$ cat src/scc_regs.vh
// register offsets, field positions and reset values of the sysref clock control bank
`ifndef SCC_REGS_VH
`define SCC_REGS_VH
// register indices (byte address is four times the index)
`define SCC_IDX_CTRL0 10'h030
`define SCC_IDX_STATUS 10'h031
`define SCC_IDX_DELAY 10'h032
`define SCC_IDX_MISC 10'h033
`define SCC_IDX_CLAMP 10'h034
`define SCC_IDX_SER 10'h040
`define SCC_IDX_IRQSTAT 10'h050
`define SCC_IDX_IRQMASK 10'h051
// reset values
`define SCC_RST_CTRL0 8'hc0
`define SCC_RST_STATUS_LOW 6'h07
`define SCC_RST_DELAY 8'h80
`define SCC_RST_MISC 8'hc3
`define SCC_RST_CLAMP 8'h2f
`define SCC_RST_SER 8'h04
// control register zero fields
`define SCC_BIT_RCVR_EN 7
`define SCC_BIT_PROC_EN 6
`define SCC_BIT_EDGE_CLR 5
`define SCC_BIT_MARG_CLR 4
`define SCC_BIT_CLK_DC 2
`define SCC_BIT_SYSREF_DC 1
`define SCC_BIT_SYNC_DC 0
// status fields
`define SCC_BIT_EDGE_SEEN 7
`define SCC_BIT_MARGINAL 6
// other fields
`define SCC_BIT_SYNC_PD 2
`define SCC_BIT_CLAMP_EN 5
`define SCC_DELAY_STEP_PS 20
// interrupt bits: 0 edge seen, 1 marginal capture
`define SCC_IRQ_EDGE 0
`define SCC_IRQ_MARG 1
`endif

$ cat src/scc_sysref_clock_ctrl.v
// register bank and sysref capture logic of the clock generator area
//
// Summary of operation
// - receiver enable bit drives receiver, resets one
// - processor enable bit drives processor, resets one
// - sysref rising edge sets edge-seen status bit 7
// - write one then zero to bit5 clears edge-seen
// - edge near clock edge sets marginal bit 6
// - write one then zero to bit4 clears marginal
// - four-bit delay field steps sysref, resets zero
// - status low six bits always read 000111b
// - bits 2,1,0 select dc lvpecl clock/sysref/sync
// - misc bit 2 powers down differential sync receiver
// - clamp bit 5 enables input clamp, resets one
// - serializer pre-emphasis in bits 3..0, resets 4
//
// Local design decision: the Avalon-MM slave port.
`timescale 1ns/100ps
`include "scc_regs.vh"
module scc_sysref_clock_ctrl #(
  parameter DELAY_W = 4
) (
  input wire sys_clk,
  input wire rst_n,
  input wire [11:0] avs_address,
  input wire avs_read,
  input wire avs_write,
  input wire [31:0] avs_writedata,
  input wire [3:0] avs_byteenable,
  output reg [31:0] avs_readdata,
  output wire avs_waitrequest,
  output reg avs_response_err,
  input wire sysrefIn,
  input wire marginalIn,
  output wire sysrefReceiverEnable,
  output wire sysrefProcessorEnable,
  output wire [DELAY_W-1:0] sysrefDelaySteps,
  output reg sysrefDelayed,
  output wire clockInputDcCoupled,
  output wire sysrefInputDcCoupled,
  output wire syncInputDcCoupled,
  output wire syncDifferentialPowerdown,
  output wire inputClampEnable,
  output wire [3:0] serializerPreEmphasis,
  output wire irq
);
  localparam DLY_DEPTH = 1 << DELAY_W;

  reg [7:0] ctrlZero_reg;
  reg [7:0] delayCtrl_reg;
  reg [7:0] miscCtrl_reg;
  reg [7:0] clampCtrl_reg;
  reg [7:0] serCfg_reg;
  reg edgeSeen_reg;
  reg marginal_reg;
  reg [1:0] irqStat_reg;
  reg [1:0] irqMask_reg;
  reg ackPhase_reg;
  reg [1:0] sysrefSync_reg;
  reg [1:0] marginalSync_reg;
  reg sysrefPrev_reg;
  reg [DLY_DEPTH-1:0] delayLine_reg;
  wire [9:0] regIndex;
  wire wrSel;
  wire rdSel;
  wire edgeEvent;
  wire margEvent;
  wire edgeClrFall;
  wire margClrFall;
  wire wrCtrl0;
  reg [7:0] rdByte;
  reg hit;

  // one wait cycle per access: request taken on the edge where waitrequest is low
  assign avs_waitrequest = (avs_read | avs_write) & ~ackPhase_reg;
  assign regIndex = avs_address[11:2];
  assign wrSel = avs_write & ackPhase_reg & avs_byteenable[0];
  assign rdSel = avs_read & ~ackPhase_reg;

  always @(posedge sys_clk or negedge rst_n) begin
    if (!rst_n) begin
      ackPhase_reg <= 1'b0;
    end else begin
      ackPhase_reg <= (avs_read | avs_write) & ~ackPhase_reg;
    end
  end

  // sysref and marginal indicator cross in through two flops each
  always @(posedge sys_clk or negedge rst_n) begin
    if (!rst_n) begin
      sysrefSync_reg <= 2'h0;
      marginalSync_reg <= 2'h0;
      sysrefPrev_reg <= 1'b0;
    end else begin
      sysrefSync_reg <= {sysrefSync_reg[0], sysrefIn};
      marginalSync_reg <= {marginalSync_reg[0], marginalIn};
      sysrefPrev_reg <= sysrefSync_reg[1];
    end
  end

  // processing is gated by the processor enable; a disabled processor sees no edges
  // receiver gate sits after the synchroniser so only the second flop is read
  assign edgeEvent = sysrefReceiverEnable & sysrefProcessorEnable
    & sysrefSync_reg[1] & ~sysrefPrev_reg;
  assign margEvent = edgeEvent & marginalSync_reg[1];

  // delay line: one tap per nominal step, tap chosen by the delay field
  always @(posedge sys_clk or negedge rst_n) begin
    if (!rst_n) begin
      delayLine_reg <= {DLY_DEPTH{1'b0}};
      sysrefDelayed <= 1'b0;
    end else begin
      delayLine_reg <= {delayLine_reg[DLY_DEPTH-2:0],
        sysrefSync_reg[1] & sysrefReceiverEnable & sysrefProcessorEnable};
      sysrefDelayed <= delayLine_reg[sysrefDelaySteps];
    end
  end

  // clear acts on the written 1->0 transition of each clear bit
  assign wrCtrl0 = wrSel & (regIndex == `SCC_IDX_CTRL0);
  assign edgeClrFall = wrCtrl0 & ctrlZero_reg[`SCC_BIT_EDGE_CLR]
    & ~avs_writedata[`SCC_BIT_EDGE_CLR];
  assign margClrFall = wrCtrl0 & ctrlZero_reg[`SCC_BIT_MARG_CLR]
    & ~avs_writedata[`SCC_BIT_MARG_CLR];

  // sticky flags; a new event in the clearing cycle wins
  always @(posedge sys_clk or negedge rst_n) begin
    if (!rst_n) begin
      edgeSeen_reg <= 1'b0;
      marginal_reg <= 1'b0;
    end else begin
      if (edgeEvent) begin
        edgeSeen_reg <= 1'b1;
      end else if (edgeClrFall) begin
        edgeSeen_reg <= 1'b0;
      end
      if (margEvent) begin
        marginal_reg <= 1'b1;
      end else if (margClrFall) begin
        marginal_reg <= 1'b0;
      end
    end
  end

  // writable configuration registers, low byte lane only
  always @(posedge sys_clk or negedge rst_n) begin
    if (!rst_n) begin
      ctrlZero_reg <= `SCC_RST_CTRL0;
      delayCtrl_reg <= `SCC_RST_DELAY;
      miscCtrl_reg <= `SCC_RST_MISC;
      clampCtrl_reg <= `SCC_RST_CLAMP;
      serCfg_reg <= `SCC_RST_SER;
      irqMask_reg <= 2'h0;
    end else if (wrSel) begin
      case (regIndex)
        `SCC_IDX_CTRL0: ctrlZero_reg <= avs_writedata[7:0];
        `SCC_IDX_DELAY: delayCtrl_reg <= avs_writedata[7:0];
        `SCC_IDX_MISC: miscCtrl_reg <= avs_writedata[7:0];
        `SCC_IDX_CLAMP: clampCtrl_reg <= avs_writedata[7:0];
        `SCC_IDX_SER: serCfg_reg <= avs_writedata[7:0];
        `SCC_IDX_IRQMASK: irqMask_reg <= avs_writedata[1:0];
        default: ctrlZero_reg <= ctrlZero_reg;
      endcase
    end
  end

  // interrupt status: events set, write one clears, set wins
  always @(posedge sys_clk or negedge rst_n) begin
    if (!rst_n) begin
      irqStat_reg <= 2'h0;
    end else begin
      irqStat_reg <= (irqStat_reg & ~((wrSel && regIndex == `SCC_IDX_IRQSTAT) ?
        avs_writedata[1:0] : 2'h0)) | {margEvent, edgeEvent};
    end
  end
  assign irq = |(irqStat_reg & irqMask_reg);

  // read mux
  always @* begin
    rdByte = 8'h00;
    hit = 1'b1;
    case (regIndex)
      `SCC_IDX_CTRL0: rdByte = ctrlZero_reg;
      `SCC_IDX_STATUS: rdByte = {edgeSeen_reg, marginal_reg, `SCC_RST_STATUS_LOW};
      `SCC_IDX_DELAY: rdByte = delayCtrl_reg;
      `SCC_IDX_MISC: rdByte = miscCtrl_reg;
      `SCC_IDX_CLAMP: rdByte = clampCtrl_reg;
      `SCC_IDX_SER: rdByte = serCfg_reg;
      `SCC_IDX_IRQSTAT: rdByte = {6'h00, irqStat_reg};
      `SCC_IDX_IRQMASK: rdByte = {6'h00, irqMask_reg};
      default: hit = 1'b0;
    endcase
  end

  // read data registered; unmapped reads return zero with error flag
  always @(posedge sys_clk or negedge rst_n) begin
    if (!rst_n) begin
      avs_readdata <= 32'h00000000;
      avs_response_err <= 1'b0;
    end else if (rdSel) begin
      avs_readdata <= {24'h000000, rdByte};
      avs_response_err <= ~hit;
    end else if (avs_write & ~ackPhase_reg) begin
      avs_response_err <= ~hit;
    end
  end

  // control outputs straight from register fields
  assign sysrefReceiverEnable = ctrlZero_reg[`SCC_BIT_RCVR_EN];
  assign sysrefProcessorEnable = ctrlZero_reg[`SCC_BIT_PROC_EN];
  assign clockInputDcCoupled = ctrlZero_reg[`SCC_BIT_CLK_DC];
  assign sysrefInputDcCoupled = ctrlZero_reg[`SCC_BIT_SYSREF_DC];
  assign syncInputDcCoupled = ctrlZero_reg[`SCC_BIT_SYNC_DC];
  assign sysrefDelaySteps = delayCtrl_reg[DELAY_W-1:0];
  assign syncDifferentialPowerdown = miscCtrl_reg[`SCC_BIT_SYNC_PD];
  assign inputClampEnable = clampCtrl_reg[`SCC_BIT_CLAMP_EN];
  assign serializerPreEmphasis = serCfg_reg[3:0];
endmodule // scc_sysref_clock_ctrl

$ cat config.mk
export PLATFORM = sky130hd
export DESIGN_NAME = scc_sysref_clock_ctrl
export DESIGN_NICKNAME = d
export VERILOG_FILES = /design/src/scc_sysref_clock_ctrl.v
export VERILOG_INCLUDE_DIRS = /design/src
export SDC_FILE = /design/constraint.sdc
export NUM_CORES = 1
export LEC_CHECK = 0
export ABC_AREA = 1
export BUFFER_PORTS_ARGS = -buffer_cell sky130_fd_sc_hd__buf_2
export CAP_MARGIN = 5
export CORE_MARGIN = 2
export CORE_UTILIZATION = 49
export CTS_CLUSTER_DIAMETER = 60
export DETAILED_ROUTE_END_ITERATION = 7
export PLACE_DENSITY = 0.8
export RECOVER_POWER = 50
export SETUP_SLACK_MARGIN = 0.2
export SYNTH_ARGS = -nofsm -noshare
export SYNTH_HDL_FRONTEND = slang
export SYNTH_SLANG_ARGS = --single-unit
$ cat constraint.sdc
create_clock -name sys_clk -period 1.4 [get_ports sys_clk]
set_input_delay 0.21 -clock sys_clk [delete_from_list [all_inputs] [get_ports sys_clk]]
set_output_delay 0.21 -clock sys_clk [all_outputs]
set_load 0.02 [all_outputs]
# --- Word level (Yosys, flattened, before mapping) ---
# Cells that the tools add are included.
totals:
  regBits: 78
  inputBits: 54
  out_inout_bits: 51
  wordCells: 75
op_classes:
  n_lt_le_gt_ge: 1
  eq_ne: 8
  muxes: 11
  bitwise_logic: 26
  reduce_logical: 12
op_table:
  columns: ["cell", "count"]
  rows:
  - ["case mux 8 bit (8 select lines)", 1]
  - ["equality test 10 x 6 -> 1 bit, second input constant", 5]
  - ["equality test 10 x 7 -> 1 bit, second input constant", 3]
  - ["AND 1 bit", 16]
  - ["AND reduction 2 bit", 6]
  - ["2-to-1 mux 1 bit", 8]
  - ["OR reduction 8 bit", 1]
  - ["nonzero test 2 bit", 3]
  - ["less-than comparator 4 x 5 -> 1 bit, second input constant", 1]
  - ["inverter 1 bit", 5]
  - ["AND 2 bit", 2]
  - ["binary-select mux 1 bit (select 4 bit)", 1]
  - ["2-to-1 mux 2 bit", 1]
  - ["inverter 2 bit", 1]
  - ["OR 2 bit", 1]
  - ["OR reduction 2 bit", 1]
  - ["logical AND 1 bit", 1]
  - ["OR 1 bit", 1]

# --- Depth between registers and ports, before layout ---
logic_depth:
  ltp_word: 7
  mapped_depth: 10
  depth_no_buf: 10

# --- Least setup slack after synthesis ---
# OpenSTA, ideal clock, no wires.
synth_timing:
  path_type: "input to register"
  start: "input port avs_address[8]"
  end: "register edgeSeen_reg"
  setup_ps: 120
  arrival_time_ps: 1090
  t_required_ps: 1280
  path_slack_ps: 190
  cell_stages: 8
  n_path_buf: 0
  cell_sequence: "nor2_2 nand3_4 nor2_8 inv_4 nor2_8 nand2_2 o21ai_1 nand2_1"
synth_via:
  elab_chain_len: 5
synth_rtl:
  columns: ["item", "line", "rtl"]
  rows:
  - ["start: declaration", "scc_sysref_clock_ctrl.v:25", "input wire [11:0] avs_address,"]
  - ["equality test 10 x 6 -> 1 bit", null, null]
  - ["AND 1 bit", "scc_sysref_clock_ctrl.v:120", "assign wrCtrl0 = wrSel & (regIndex == `SCC_IDX_CTRL0);"]
  - ["AND 1 bit (2 in a row)", "scc_sysref_clock_ctrl.v:121", "assign edgeClrFall = wrCtrl0 & ctrlZero_reg[`SCC_BIT_EDGE_CLR]"]
  - ["nonzero test 2 bit (no source line)", null, null]
  - ["end signal: assignment", "scc_sysref_clock_ctrl.v:129", "edgeSeen_reg <= 1'b0;"]
  - ["end signal: assignment", "scc_sysref_clock_ctrl.v:133", "edgeSeen_reg <= 1'b1;"]
  - ["end signal: assignment", "scc_sysref_clock_ctrl.v:135", "edgeSeen_reg <= 1'b0;"]
  - ["end: declaration", "scc_sysref_clock_ctrl.v:54", "reg edgeSeen_reg;"]
# Every way passes these cells.
# A chain may end at the register's enable or synchronous reset.

# --- Worst setup path after layout ---
layout_timing:
  start: "register delayCtrl_reg[0]"
  end: "register sysrefDelayed"
layout_via:
  elab_chain_len: 2
layout_rtl:
  columns: ["item", "line", "rtl"]
  rows:
  - ["start: declaration", "scc_sysref_clock_ctrl.v:50", "reg [7:0] delayCtrl_reg;"]
  - ["start signal: assignment", "scc_sysref_clock_ctrl.v:149", "delayCtrl_reg <= `SCC_RST_DELAY;"]
  - ["start signal: assignment", "scc_sysref_clock_ctrl.v:157", "`SCC_IDX_DELAY: delayCtrl_reg <= avs_writedata[7:0];"]
  - ["binary-select mux 1 bit (select 4 bit)", "scc_sysref_clock_ctrl.v:115", "sysrefDelayed <= delayLine_reg[sysrefDelaySteps];"]
  - ["2-to-1 mux 1 bit (implied by the code)", "scc_sysref_clock_ctrl.v:115", null]
  - ["end signal: assignment", "scc_sysref_clock_ctrl.v:115", null]
  - ["end: declaration", "scc_sysref_clock_ctrl.v:38", "output reg sysrefDelayed,"]
# Every way passes these cells. The select of a mux whose other input is x is not followed.

==> impl_metrics.csv <==
group,metric,value,unit
logic_synthesis,synth_top_family_by_area,"simple AND/OR/NAND/NOR gates",
clock_tree,cts_sinks,78,
die,die_h,92.0,um
layout,largest_reg_flops,16,
power_and_ir_drop,switchingPower,1110,uW
sta,fin_crit,1.33,ns
global_route,grt_pass1_vias,2906,
die,start_util,0.499,
clock_tree,cts-root-buf,"clkbuf_8",
power_and_ir_drop,p_total,4160,uW
power_and_ir_drop,power.density,897,nW/um^2
global_route,antenna_found_initial,0,
power_and_ir_drop,vdd_drop_max,0.471,mV
placement,place.port_buffers,51,
clock_tree,clockBufferDepth,2,
placement,dp_hpwl,5890,um
setup_path,cp-end-kind,"register",
global_route,grt_pass1_wl,13900,um
power_and_ir_drop,switching_share,0.267,
logic_synthesis,ys_types,31,
layout,design_area,4640,sq um
detailed_routing,drt_iter0_markers,184,
logic_synthesis,netlist_instances,435,
sta,drv_slew,0,
setup_path,cp-start-kind,"register",
placement,dpl_cell_area,4160,sq um
setup_path,crit_type,"register to register",
die,coreArea,7610,sq um
job,maxCapViolCount,0,
global_route,overflow,0,
die,fp.dieArea,8460,sq um
power_and_ir_drop,pwr-share-clk,0.356,
clock_tree,cts_inserted_buffers,9,
die,dieWidth,92.0,um
detailed_routing,vias,3084,
layout,final_cell_mix,"132 x nand2_1, 63 x dfrtp_1, 43 x buf_2",
logic_synthesis,synth_area_leader_cell,"dfrtp_1",
clock_tree,insertion_delay,0.36,ns
layout,finalNetCount,578,
setup_path,cp.arrival,1.56,ns
layout,syn2layout_area_growth,22.4,%
outcome,outcome,"completed",
power_and_ir_drop,leakagePower,0.00239,uW
clock_tree,ctsHtreeMaxLevel,3,
clock_tree,cts_tree,"done",
logic_synthesis,syn_avg_cell_area,8.72,sq um
detailed_routing,viasPerCell,4.89,
logic_synthesis,synth_top_area_share,0.429,
logic_synthesis,syn_area,3790,sq um
setup_path,crit_required,1.64,ns
layout,antennaDiodeCount,0,
global_route,grt.total_usage,0.212,
power_and_ir_drop,p_comb_frac,0.086,
detailed_routing,drt-total-wl,8720,um
global_route,grt_max_degree,34,
logic_synthesis,synth_compound_area_frac,0.0914,
power_and_ir_drop,intPower,3050,uW
sta,rsz0062_at_grt,"yes",
logic_synthesis,ys_ff_latch,78,
sta,hold_viol,0,
power_and_ir_drop,power_frac_seq,0.558,
logic_synthesis,synthTopCellsByArea,"dfrtp_1 43%, nand2_1 13%, dfstp_2 9.0%",
die,io_pins,105,
detailed_routing,wl_per_cell,13.8,um
detailed_routing,drcViolationCount,0,
detailed_routing,drt_first_pass_iters,5,
logic_synthesis,synth_adder_area_share,0,
die,rows,32,
detailed_routing,ant_nets,0,
sta,skew,0.0160,ns
layout,final_common_cell,"nand2_1",
placement,gp_congestion,0.930,
logic_synthesis,yosysSeqAreaShare,0.519,
sta,finalSetupViolCount,0,
sta,fin_crit_sh,0.947,
logic_synthesis,synth_xor_xnor_area_share,0,
setup_path,path_max_fanout,6,
logic_synthesis,yosysWarnings,0,
worst_hold_path,hp-class,"input port to register",
logic_synthesis,synth-simple-area-share,0.276,
clock_tree,cts.clk_slew.worst_paths,0.09,ns
logic_synthesis,synthMuxAreaShare,0,
sta,fmax,0.754,GHz
layout,drive_gt1_frac,0.314,
## cell families (layout without fill, tap and decap cells)
family	count (synthesis)	count (layout)
simple gates	221	222
flops	78	78
buf+inv	73	143
compound gates	62	62
other cells	1	24
## per-layer routing
| layer | vias up | track usage | share of wire |
|---|---|---|---|
| li1 | 1505 | - | - |
| met1 | 1442 | 0.283 | 0.43 |
| met2 | 117 | 0.330 | 0.49 |
| met3 | 20 | 0.0534 | 0.059 |
| met4 | 0 | 0.0896 | 0.020 |
| met5 | - | 0 | 0 |
## power by group through the flow
stage                     logic [uW]  registers [uW]  clock network [uW]
after floorplan                  209            2360                   0
after global placement           313            2360                   0
after detailed placement         318            2360                   0
after CTS                        346            2320                1490
after global routing             394            2330                1610
final                            358            2330                1480
## repair_timing
| item | in CTS | in global routing |
|---|---|---|
| endpoints found under the hold margin | 40 | 0 |
| resized for setup | 30 | 28 |
| gates cloned | 1 | 0 |
| setup endpoints to repair | 22 | 64 |
| hold buffers | 3 | 0 |
| buffers inserted | 11 | 6 |
| pin swaps | 9 | 7 |
## worst max-delay path, cell delays in order (launching register included)
cell      delay [ns]
dfrtp_1         0.44
buf_6           0.16
buf_6           0.12
o21ai_1         0.17
o211ai_1        0.13
nand3b_1        0.11
nand2_1         0.08
## Yosys cell counts
| cell | number |
|---|---|
| nand2_1 | 134 |
| dfrtp_1 | 65 |
| nor2_1 | 37 |
| buf_4 | 32 |
| inv_1 | 30 |
| o21ai_1 | 26 |
| o21ai_0 | 23 |
| nand3_1 | 18 |
| dfstp_2 | 13 |
| nor2_4 | 7 |
| and2_1 | 5 |
| buf_6 | 4 |
| nand2_2 | 4 |
| o211ai_1 | 4 |
| o21ai_2 | 4 |
| inv_2 | 3 |
| nand2_4 | 3 |
| nor2_2 | 3 |
| nor2_8 | 3 |
| o21a_1 | 3 |
| clkbuf_1 | 2 |
| nand3_4 | 2 |
| nor3_1 | 2 |
| a21oi_1 | 1 |
| a22o_1 | 1 |
| clkinv_1 | 1 |
| conb_1 | 1 |
| inv_4 | 1 |
| nand3_2 | 1 |
| nand3b_1 | 1 |
| nor4_1 | 1 |
## final timing paths
check,start,endpoint,slack (ns),depth (start not counted)
setup / recovery,delayCtrl_reg[0],sysrefDelayed,0.07,6
setup reg to reg,delayCtrl_reg[0],sysrefDelayed,0.07,6
max in group asynchronous,rst_n,clampCtrl_reg[5],0.26,3
hold / removal,avs_writedata[7],ctrlZero_reg[7],0.06,3
min in group asynchronous,rst_n,delayLine_reg[8],0.34,2
hold reg to reg,marginalSync_reg[0],marginalSync_reg[1],0.35,0
## per-stage QoR
step	setup TNS [ns]	worst slack (ns)	utilization	hold slack, ns	cells
global route	0	0.0441	0.610	0.0679	631
floorplan	0	0.203	-	-0.0856	458
CTS	0	0.0708	0.595	0.0759	625
global placement	-0.0541	-0.0241	0.547	0.0928	594
finish	0	0.0741	0.610	0.0584	631
detailed placement	-0.460	-0.0591	0.547	0.0923	594
## layout make-up
| type | instances | area (sq um) |
|---|---|---|
| Clock buffer | 11 | 131 |
| Clock inverter | 5 | 35.0 |
| Fill cell | 606 | 2960 |
| Inverter | 35 | 146 |
| Multi-Input combinational cell | 308 | 1580 |
| Sequential cell | 78 | 1970 |
| Tap cell | 102 | 128 |
| Timing Repair Buffer | 92 | 649 |
Note: power is estimated with default switching activity, not from simulation.
